## config.mk

```make
export PLATFORM = sky130hd
export DESIGN_NAME = acp_ctrl
export DESIGN_NICKNAME = d
export VERILOG_FILES = /design/src/logic/acp_pkg.sv /design/src/logic/acp_blink.sv /design/src/logic/acp_ctrl.sv
export SDC_FILE = /design/constraint.sdc
export NUM_CORES = 1
export LEC_CHECK = 0
export BUFFER_PORTS_ARGS = -buffer_cell sky130_fd_sc_hd__buf_4
export CAP_MARGIN = 20
export CELL_PAD_IN_SITES_DETAIL_PLACEMENT = 1
export CELL_PAD_IN_SITES_GLOBAL_PLACEMENT = 1
export CORE_MARGIN = 4
export CORE_UTILIZATION = 45
export CTS_CLUSTER_DIAMETER = 30
export DETAILED_ROUTE_END_ITERATION = 8
export PLACE_DENSITY_LB_ADDON = 0.1
export SYNTH_ARGS = -nofsm -noshare
export SYNTH_HDL_FRONTEND = slang
export SYNTH_HIERARCHICAL = 1
export SYNTH_SLANG_ARGS = --single-unit
export TNS_END_PERCENT = 30
```

## constraint.sdc

```tcl
create_clock -name ref_clk_in -period 2.2 [get_ports ref_clk_in]
set_input_delay 0.44 -clock ref_clk_in [delete_from_list [all_inputs] [get_ports ref_clk_in]]
set_output_delay 0.44 -clock ref_clk_in [all_outputs]
set_load 0.01 [all_outputs]
```

## src/logic/acp_pkg.sv

```systemverilog
package acp_pkg;
  // ==========================================================
  // clock and timebase
  localparam int              CLK_HZ         = 100_000_000;
  localparam int              TICK_S         = 1;
  localparam int              TICK_CYC_DFLT  = CLK_HZ * TICK_S;
  localparam int              BLINK_MS       = 500;
  localparam int              BLINK_CYC_DFLT = (CLK_HZ / 1000) * BLINK_MS;

  // ==========================================================
  // sequence times, in seconds
  localparam int              SEC_W          = 5;
  localparam logic [SEC_W-1:0] INHIBIT_S     = 5'h0f;
  localparam logic [SEC_W-1:0] FORCED_S      = 5'h0f;
  localparam logic [SEC_W-1:0] HP_DELAY_S    = 5'h0a;

  // ==========================================================
  // clutch cycle-rate limit
  localparam int              RATE_STARTS    = 4;
  localparam int              AGE_W          = 7;
  localparam logic [AGE_W-1:0] RATE_WIN_S    = 7'h3c;

  // ambient comparator threshold, degrees celsius
  localparam int              AMB_LIMIT_DEGC = -12;

  // ==========================================================
  // pressure switch as resolved by the analog front end
  typedef enum logic [1:0] {
    SW_CLOSED,
    SW_RESISTOR,
    SW_OPEN_CCT
  } acp_sw_t;

  // ==========================================================
  // red blink codes and indicator framing, in half-second slots
  localparam logic [2:0] CODE_NONE       = 3'h0;
  localparam logic [2:0] CODE_LOW        = 3'h1;
  localparam logic [2:0] CODE_HIGH       = 3'h2;
  localparam logic [2:0] CODE_CLUTCH     = 3'h3;
  localparam logic [2:0] CODE_WIRING     = 3'h4;
  localparam logic [3:0] GREEN_ON_SLOTS  = 4'h4;
  localparam logic [3:0] GREEN_FRAME     = 4'h5;
  localparam logic [3:0] RED_PAUSE_SLOTS = 4'h4;
endpackage : acp_pkg

```

## src/logic/acp_blink.sv

```systemverilog
`timescale 1ns/100ps
module acp_blink #(
  parameter int BLINK_CYC = acp_pkg::BLINK_CYC_DFLT
) (
  input  wire logic       ref_clk_in,
  input  wire logic       arst_n_in,
  input  wire logic [2:0] code_in,
  output logic            red_led_out,
  output logic            green_led_out
);
  import acp_pkg::*;

  logic [31:0] pre_reg,   pre_next;
  logic [3:0]  slot_reg,  slot_next;
  logic        red_reg,   red_next;
  logic        green_reg, green_next;
  logic [3:0]  frame;
  logic        slot_tick;

  // ==========================================================
  // slot timebase and pattern
  always_comb begin
    slot_tick = (pre_reg == 32'(BLINK_CYC - 1));
    pre_next  = slot_tick ? 32'h0 : pre_reg + 32'h1;
    frame     = (code_in == CODE_NONE) ? GREEN_FRAME
                : {code_in, 1'b0} + RED_PAUSE_SLOTS;
    slot_next = slot_reg;
    // wrap on >= so a code change mid-frame cannot strand the slot
    if (slot_tick) begin
      slot_next = (slot_reg >= frame - 4'h1) ? 4'h0 : slot_reg + 4'h1;
    end
    red_next   = (code_in != CODE_NONE) && !slot_reg[0]
                 && (slot_reg < {code_in, 1'b0});
    green_next = (code_in == CODE_NONE)
                 && (slot_reg < GREEN_ON_SLOTS);
  end

  always_ff @(posedge ref_clk_in or negedge arst_n_in) begin
    if (!arst_n_in) begin
      pre_reg   <= 32'h0;
      slot_reg  <= 4'h0;
      red_reg   <= 1'b0;
      green_reg <= 1'b0;
    end else begin
      pre_reg   <= pre_next;
      slot_reg  <= slot_next;
      red_reg   <= red_next;
      green_reg <= green_next;
    end
  end

  assign red_led_out   = red_reg;
  assign green_led_out = green_reg;
endmodule : acp_blink

```

## src/logic/acp_ctrl.sv

```systemverilog
`timescale 1ns/100ps
module acp_ctrl #(
  parameter int TICK_CYC  = acp_pkg::TICK_CYC_DFLT,
  parameter int BLINK_CYC = acp_pkg::BLINK_CYC_DFLT
) (
  input  wire logic             ref_clk_in,
  input  wire logic             arst_n_in,
  input  wire logic             cool_req_in,
  input  wire logic             amb_above_limit_in,
  input  wire acp_pkg::acp_sw_t lp_state_in,
  input  wire acp_pkg::acp_sw_t hp_state_in,
  input  wire logic             clutch_fault_in,
  output logic                  comp_drive_out,
  output logic                  fan_req_out,
  output logic                  comp_disabled_out,
  output logic                  red_led_out,
  output logic                  green_led_out
);
  import acp_pkg::*;

  typedef enum logic [2:0] {
    ST_SAMPLE,
    ST_INHIBIT,
    ST_FORCED,
    ST_RUN,
    ST_OFF
  } acp_st_t;

  // ==========================================================
  // sequencer state
  acp_st_t           st_reg,     st_next;
  logic [31:0]       pre_reg,    pre_next;
  logic [SEC_W-1:0]  sec_reg,    sec_next;
  logic              tick;

  // high pressure timing
  logic [31:0]       hp_pre_reg, hp_pre_next;
  logic [SEC_W-1:0]  hp_sec_reg, hp_sec_next;
  logic              hp_lock_reg, hp_lock_next;
  logic              hp_tick;

  // drive and status
  logic              comp_reg,   comp_next;
  logic              fan_reg,    fan_next;
  logic              dis_reg,    dis_next;
  logic [2:0]        code_reg,   code_next;

  // start history, slot 0 newest
  logic [AGE_W-1:0]  age_reg  [RATE_STARTS];
  logic [AGE_W-1:0]  age_next [RATE_STARTS];
  logic [RATE_STARTS-1:0] vld_reg, vld_next, recent;

  logic lp_low, hp_high, wiring, block, want, rate_ok, start;

  // front end delivers resolved switch states
  assign lp_low  = (lp_state_in == SW_CLOSED);
  assign hp_high = (hp_state_in == SW_RESISTOR);
  assign wiring  = (lp_state_in == SW_OPEN_CCT)
                   || (hp_state_in == SW_OPEN_CCT);

  // ==========================================================
  // start-up sequence
  always_comb begin
    tick     = (pre_reg == 32'(TICK_CYC - 1));
    st_next  = st_reg;
    sec_next = sec_reg;
    case (st_reg)
      ST_SAMPLE: begin
        // comparator trips at the ambient limit
        st_next  = amb_above_limit_in ? ST_INHIBIT : ST_OFF;
        sec_next = '0;
      end
      ST_INHIBIT: begin
        if (tick) begin
          if (sec_reg == INHIBIT_S - 5'h01) begin
            st_next  = ST_FORCED;
            sec_next = '0;
          end else begin
            sec_next = sec_reg + 5'h01;
          end
        end
      end
      ST_FORCED: begin
        if (tick) begin
          if (sec_reg == FORCED_S - 5'h01) begin
            st_next  = ST_RUN;
            sec_next = '0;
          end else begin
            sec_next = sec_reg + 5'h01;
          end
        end
      end
      ST_RUN: begin
        st_next = ST_RUN;
      end
      ST_OFF: begin
        st_next = ST_OFF;
      end
      default: begin
        st_next = ST_SAMPLE;
      end
    endcase
    // restart the second timer on each step so phases are whole
    pre_next = (tick || st_next != st_reg) ? 32'h0 : pre_reg + 32'h1;
  end

  // ==========================================================
  // high pressure: fan request, 10 s grace, lockout
  always_comb begin
    hp_tick      = (hp_pre_reg == 32'(TICK_CYC - 1));
    hp_pre_next  = 32'h0;
    hp_sec_next  = '0;
    hp_lock_next = hp_lock_reg;
    fan_next     = hp_high;
    if (hp_high) begin
      hp_pre_next = hp_tick ? 32'h0 : hp_pre_reg + 32'h1;
      hp_sec_next = hp_sec_reg;
      if (hp_tick && hp_sec_reg != HP_DELAY_S) begin
        hp_sec_next = hp_sec_reg + 5'h01;
      end
      if (hp_tick && hp_sec_reg == HP_DELAY_S - 5'h01) begin
        hp_lock_next = 1'b1;
      end
    end else if (hp_state_in == SW_CLOSED) begin
      hp_lock_next = 1'b0;
    end
  end

  // ==========================================================
  // start history; a slot counts until its age passes the window
  generate
    for (genvar i = 0; i < RATE_STARTS; i++) begin : g_slot
      assign recent[i] = vld_reg[i] && (age_reg[i] <= RATE_WIN_S);
      always_comb begin
        age_next[i] = age_reg[i];
        vld_next[i] = vld_reg[i];
        if (start) begin
          if (i == 0) begin
            age_next[i] = '0;
            vld_next[i] = 1'b1;
          end else begin
            age_next[i] = age_reg[(i == 0) ? 0 : i - 1];
            vld_next[i] = vld_reg[(i == 0) ? 0 : i - 1];
          end
        end else if (tick && recent[i]) begin
          age_next[i] = age_reg[i] + 7'h01;
        end
      end
    end
  endgenerate

  // ==========================================================
  // compressor drive and fault code
  always_comb begin
    rate_ok = !recent[RATE_STARTS-1];
    block   = lp_low || wiring || hp_lock_reg;
    want    = (st_reg == ST_FORCED)
              || (st_reg == ST_RUN && cool_req_in);
    // no fresh start while high side is still open
    start   = !comp_reg && want && !block && !hp_high && rate_ok;
    comp_next = comp_reg ? (want && !block) : start;
    dis_next  = (st_reg == ST_OFF);
    if (wiring) begin
      code_next = CODE_WIRING;
    end else if (lp_low) begin
      code_next = CODE_LOW;
    end else if (hp_high || hp_lock_reg) begin
      code_next = CODE_HIGH;
    end else if (clutch_fault_in) begin
      code_next = CODE_CLUTCH;
    end else begin
      code_next = CODE_NONE;
    end
  end

  // ignition-on is the reset: every timer and history cleared
  always_ff @(posedge ref_clk_in or negedge arst_n_in) begin
    if (!arst_n_in) begin
      st_reg      <= ST_SAMPLE;
      pre_reg     <= 32'h0;
      sec_reg     <= '0;
      hp_pre_reg  <= 32'h0;
      hp_sec_reg  <= '0;
      hp_lock_reg <= 1'b0;
      comp_reg    <= 1'b0;
      fan_reg     <= 1'b0;
      dis_reg     <= 1'b0;
      code_reg    <= CODE_NONE;
      vld_reg     <= '0;
      for (int k = 0; k < RATE_STARTS; k++) begin
        age_reg[k] <= '0;
      end
    end else begin
      st_reg      <= st_next;
      pre_reg     <= pre_next;
      sec_reg     <= sec_next;
      hp_pre_reg  <= hp_pre_next;
      hp_sec_reg  <= hp_sec_next;
      hp_lock_reg <= hp_lock_next;
      comp_reg    <= comp_next;
      fan_reg     <= fan_next;
      dis_reg     <= dis_next;
      code_reg    <= code_next;
      vld_reg     <= vld_next;
      for (int k = 0; k < RATE_STARTS; k++) begin
        age_reg[k] <= age_next[k];
      end
    end
  end

  assign comp_drive_out    = comp_reg;
  assign fan_req_out       = fan_reg;
  assign comp_disabled_out = dis_reg;

  acp_blink #(
    .BLINK_CYC     (BLINK_CYC)
  ) u_blink (
    .ref_clk_in    (ref_clk_in),
    .arst_n_in     (arst_n_in),
    .code_in       (code_reg),
    .red_led_out   (red_led_out),
    .green_led_out (green_led_out)
  );
endmodule : acp_ctrl

```

# ---- Word level (Yosys, flattened, before mapping)
# Index checks and enable logic that the tools add are counted.
dict set report word_totals {
  register_bits 154
  inputBits 9
  out_inout_bits 5
  elab_cells 132
}
dict set report classes {
  add_sub_neg 12
  order_cmp 7
  n_eq_ne 17
  mux 33
  reduce_logical 44
}
# op count
set ops {}
lappend ops {{2-to-1 mux 32 bit} 4}
lappend ops {{adder 32 x 1 -> 32 bit, second input constant} 3}
lappend ops {{equality test 32 x 27 -> 1 bit, second input constant} 2}
lappend ops {{2-to-1 mux 7 bit} 8}
lappend ops {{equality test 32 x 26 -> 1 bit, second input constant} 1}
lappend ops {{adder 7 x 1 -> 7 bit, second input constant} 4}
lappend ops {{<= comparator 7 x 6 -> 1 bit, second input constant} 4}
lappend ops {{2-to-1 mux 5 bit} 4}
lappend ops {{logical AND 1 bit} 19}
lappend ops {{2-to-1 mux 3 bit} 6}
lappend ops {{one-hot mux 3 bit (5 select lines)} 1}
lappend ops {{nonzero test 2 bit} 6}
lappend ops {{adder 5 x 1 -> 5 bit, second input constant} 2}
lappend ops {{equality test 5 x 4 -> 1 bit, second input constant} 2}
lappend ops {{one-hot mux 5 bit (2 select lines)} 1}
lappend ops {{2-to-1 mux 4 bit} 2}
lappend ops {{equality test 3 x 2 -> 1 bit, second input constant} 2}
lappend ops {{logical NOT 3 bit} 2}
lappend ops {{logical OR 1 bit} 6}
lappend ops {{2-to-1 mux 2 bit} 3}
lappend ops {{inequality test 2 x 1 -> 1 bit, second input constant} 3}
lappend ops {{logical NOT 1 bit} 5}
lappend ops {{inequality test 5 x 4 -> 1 bit, second input constant} 1}
lappend ops {{adder 4 x 1 -> 4 bit, second input constant} 1}
lappend ops {{15 further kinds} 21}

# ---- Longest topological paths before layout
dict set report logic_depth {
  depth_word 9
  depth_mapped 8
  mapped_depth_nobuf 8
}

# ---- By module
# The synthesis kept the hierarchy.
# mod n_inst cells_each area_per_inst_um2 seq_area_each_um2
set modules_own_cells {}
lappend modules_own_cells {acp_ctrl 1 656 6175.9 2902.8}
lappend modules_own_cells {acp_blink 1 208 2072.0 950.9}

# ---- Worst setup path after synthesis
# OpenSTA, ideal clock, no wires.
dict set report synth_path {
  path_type {reg-to-reg}
  startpoint {register, netlist name pre_reg[0]}
  endpoint {register age_reg[4] (netlist name)}
  setup_time_ns 0.069
  arrival_ns 2.120
  t_required_ns 2.131
  path_slack_ns 0.010
  stages_incl_launch_ff 8
  n_path_buf 1
  synth_period_minus_slack_ns 2.190
  cell_sequence {dfrtp_1 > ha_1 > nand3_1 > or3_4 > or4_1 > buf_2 > or3_1 > nand3_1}
}
# item line
set synth_lines {}
lappend synth_lines {{end signal: indexed assignment} acp_ctrl.sv:206} ;# age_reg[k] <= age_next[k];
lappend synth_lines {{end: declaration} acp_ctrl.sv:49} ;# logic [AGE_W-1:0] age_reg [RATE_STARTS];

==> results.sh <==
export IMPL_grt_first_pass_wirelength_um=36300
export IMPL_ys_warn_count=6
export IMPL_cts_tree="done"
export IMPL_setup_violations=2
export IMPL_power_density_nw_per_um2=678
export IMPL_dp_hpwl_um=14500
export IMPL_final_nets=963
export IMPL_fin_tns_setup_ns=-0.0314
export IMPL_ant_nets=0
export IMPL_clk_pin_slew_worst_paths_ns=0.06
export IMPL_clock_path_buffers=2
export IMPL_ir_drop_mv=0.559
export IMPL_htree_levels=4
export IMPL_dieArea_um2=20600
export IMPL_postPlaceCellArea_um2=9010
export IMPL_numCtsBuffers=17
export IMPL_violations="negative setup slack"
export IMPL_rsz0062_at_grt="yes"
export IMPL_cp_max_fo=7
export IMPL_die_w_um=143
export IMPL_startpoint_type="flip-flop"
export IMPL_remaining_drc_errors=0
export IMPL_grt_pass1_vias=7339
export IMPL_drtIter0Drc=278
export IMPL_synth_edff_count=0
export IMPL_diodes=0
export IMPL_ys_ff_latch=154
export IMPL_worst_setup_path_type="reg -> reg"
export IMPL_rows=49
export IMPL_hp_class="in -> reg"
export IMPL_routedWlPerCell_um=17.6
export IMPL_cpPeakStageDelay_ns=0.56
export IMPL_switching_share_pct=25.0
export IMPL_p_leak_nw=4.24
export IMPL_path_buf_inv=1
export IMPL_globalplace_congestion=0.822
export IMPL_tightest_slew_ns=0.442
export IMPL_post_route_period_util_pct=101
export IMPL_nFillCells=2063
export IMPL_first_pass_iters=4
export IMPL_synth_top_flop_cell="dfrtp_1"
export IMPL_synthArstFlopShare_pct=100
export IMPL_grt_max_degree=53
export IMPL_arrival_ns=2.59
export IMPL_cts_sinks=154
export IMPL_die_h_um=143
export IMPL_p_seq_share_pct=45.1
export IMPL_drive_above_1_share_pct=15.1
export IMPL_syn_area_per_cell_um2=9.55
export IMPL_finalClockSkew_ns=0.00864
export IMPL_final_cell_mix="dfrtp_1 (154), nor2_1 (119), nand2_1 (67), buf_4 (66), xnor2_1 (62)"
export IMPL_floorplan_initialDensity_pct=45.8
export IMPL_final_max_slew_viol_count=0
export IMPL_pwr_share_clk_pct=44.8
export IMPL_cp_required_ns=2.56
export IMPL_via_per_inst=5.72
export IMPL_p_switching_mw=1.65
export IMPL_antenna_found_initial=0
export IMPL_post_route_util_pct=53.9
export IMPL_final_area_um2=9720
export IMPL_crit_path_cell_trace="nor4bb_2, nand4_1, buf_6, or4_4, mux2_4, o21ai_2"
export IMPL_clock_latency_ns=0.43
export IMPL_syn_cell_area_um2=8250
export IMPL_cts_root_buffer="clkbuf_16"
export IMPL_timing_final_ws_setup_ns=-0.0216
export IMPL_ioPinCount=14
export IMPL_relSlewSlack_pct=70.2
export IMPL_status="complete, but fails checks"
export IMPL_port_buffers=13
export IMPL_synth_nets=896
export IMPL_core_um2=18000
export IMPL_slowest_stage="or4_4"
export IMPL_end_kind="flip-flop"
export IMPL_dr_total_vias=6705
export IMPL_p_int_mw=4.95
export IMPL_ys_types=69
export IMPL_overflow=0
export IMPL_synthToLayoutAreaGrowth_pct=17.9
export IMPL_timing_final_crit_period_ns=2.22
export IMPL_cpLargestDelayFamily="simple AND/OR/NAND/NOR gates"
export IMPL_routed_wl_um=20700
export IMPL_layout_commonest_cell="dfrtp_1"
export IMPL_synthCells=864
export IMPL_seq_area_frac_synth_pct=46.7
export IMPL_maxCapViolations=0
export IMPL_pwr_share_comb_pct=10.1
export IMPL_grt_total_usage_pct=21.7
export IMPL_max_clock_freq_mhz=450
export IMPL_hold_violations=0
power groups by stage:
stage               combinational [mW]  sequential (mW)  clock [mW]
floorplan                        0.363             2.99           0
global placement                 0.646             3.02           0
detailed placement               0.676             3.02           0
CTS                              0.683             2.97        3.02
global route                     0.738             2.98        3.15
finish                           0.669             2.98        2.95
worst register-to-register path, stage by stage (launching register included):
cell	delay [ns]
dfrtp_1	0.40
nor4bb_2	0.36
nand4_1	0.23
buf_6	0.20
or4_4	0.56
mux2_4	0.32
o21ai_2	0.10
synth_stat cells (4+ instances only):
library cell  number  area share (%)
a21oi_1           15            0.91
a31oi_1            6            0.46
and2_1             4            0.30
and3_1            25             1.9
and4_1             7            0.74
buf_2             10            0.61
clkbuf_1          14            0.64
dfrtp_1          154              47
ha_1              23             3.5
inv_1             34             1.5
mux2i_1            5            0.61
nand2_1           67             3.0
nand2b_1          13            0.99
nand3_1           47             2.9
nand4_1           37             2.8
nor2_1           119             5.4
nor2b_1            8            0.61
nor3_1            23             1.4
nor4_1            33             2.5
nor4b_1            9            0.96
o21a_1             5            0.46
o21ai_0           18             1.1
or2_2              4            0.30
or3_1              9            0.68
or4_1              5            0.46
xnor2_1           62             6.6
xor2_1            37             3.9
stage by stage:
| step | power, mW | std cells | setup slack, ns | hold WS, ns |
|---|---|---|---|---|
| 2_1_floorplan | 3.35 | 864 | 0.0104 | 0.144 |
| 3_3_place_gp | 3.66 | 1135 | -0.141 | 0.352 |
| 3_5_place_dp | 3.70 | 1135 | -0.229 | 0.358 |
| 4_1_cts | 6.68 | 1169 | -0.0261 | 0.215 |
| 5_1_grt | 6.87 | 1172 | -0.0552 | 0.211 |
| 6_report | 6.60 | 1172 | -0.0216 | 0.225 |
logic make-up (layout without fill, tap and decap cells):
kind of cell	after synthesis	after routing	synth area share, %
muxes	7	7	0.925
xor gates and xnor gates	99	99	10.5
and+or+nand+nor	436	437	28.6
DFF	154	154	46.7
AOI/OAI and AO/OA	82	82	6.74
adders and majority gates	23	23	3.49
buffers and inverters	63	141	3.03
area by class of cell:
class | instances | area [um^2] | share of cell area (%)
multi-input cells | 648 | 4240 | 43.6
flip-flops and latches | 154 | 3850 | 39.6
repair buffers | 75 | 639 | 6.57
clock buffers | 22 | 454 | 4.67
well taps | 229 | 287 | 2.95
inverters | 35 | 131 | 1.35
clock inverters | 9 | 123 | 1.26
final timing paths:
kind | start | endpoint | slack, ns | cells after the start
max reg2reg | pre_reg[27]$_DFF_PN0_ | age_reg[2]$_DFFE_PN0P_ | -0.02 | 6
min in group asynchronous | arst_n_in | u_blink/pre_reg[8]$_DFF_PN0_ | 0.47 | 2
max in group asynchronous | arst_n_in | hp_pre_reg[6]$_DFF_PN0_ | 0.99 | 3
max | pre_reg[27]$_DFF_PN0_ | age_reg[2]$_DFFE_PN0P_ | -0.02 | 6
min reg2reg | vld_reg[3]$_DFFE_PN0P_ | vld_reg[3]$_DFFE_PN0P_ | 0.48 | 2
min | amb_above_limit_in | st_reg[2]$_DFF_PN0_ | 0.23 | 2
metal layers:
layer  wire length [um]  up-vias  GRT usage, %
met5                  0        -             0
met4                386        0          6.94
met3                545       25          4.76
met2              10400       83          36.9
met1               9310     3400          27.6
li1                   -     3197             -
repair_timing:
item	in CTS	in global routing
hold buffers	1	0
gates resized for setup	8	16
pin swaps	11	10
buffers inserted	1	3
hold endpoints to repair	29	0
endpoints found under the setup margin	28	32
cloned	1	0
Note: power is estimated with default switching activity, not from simulation.
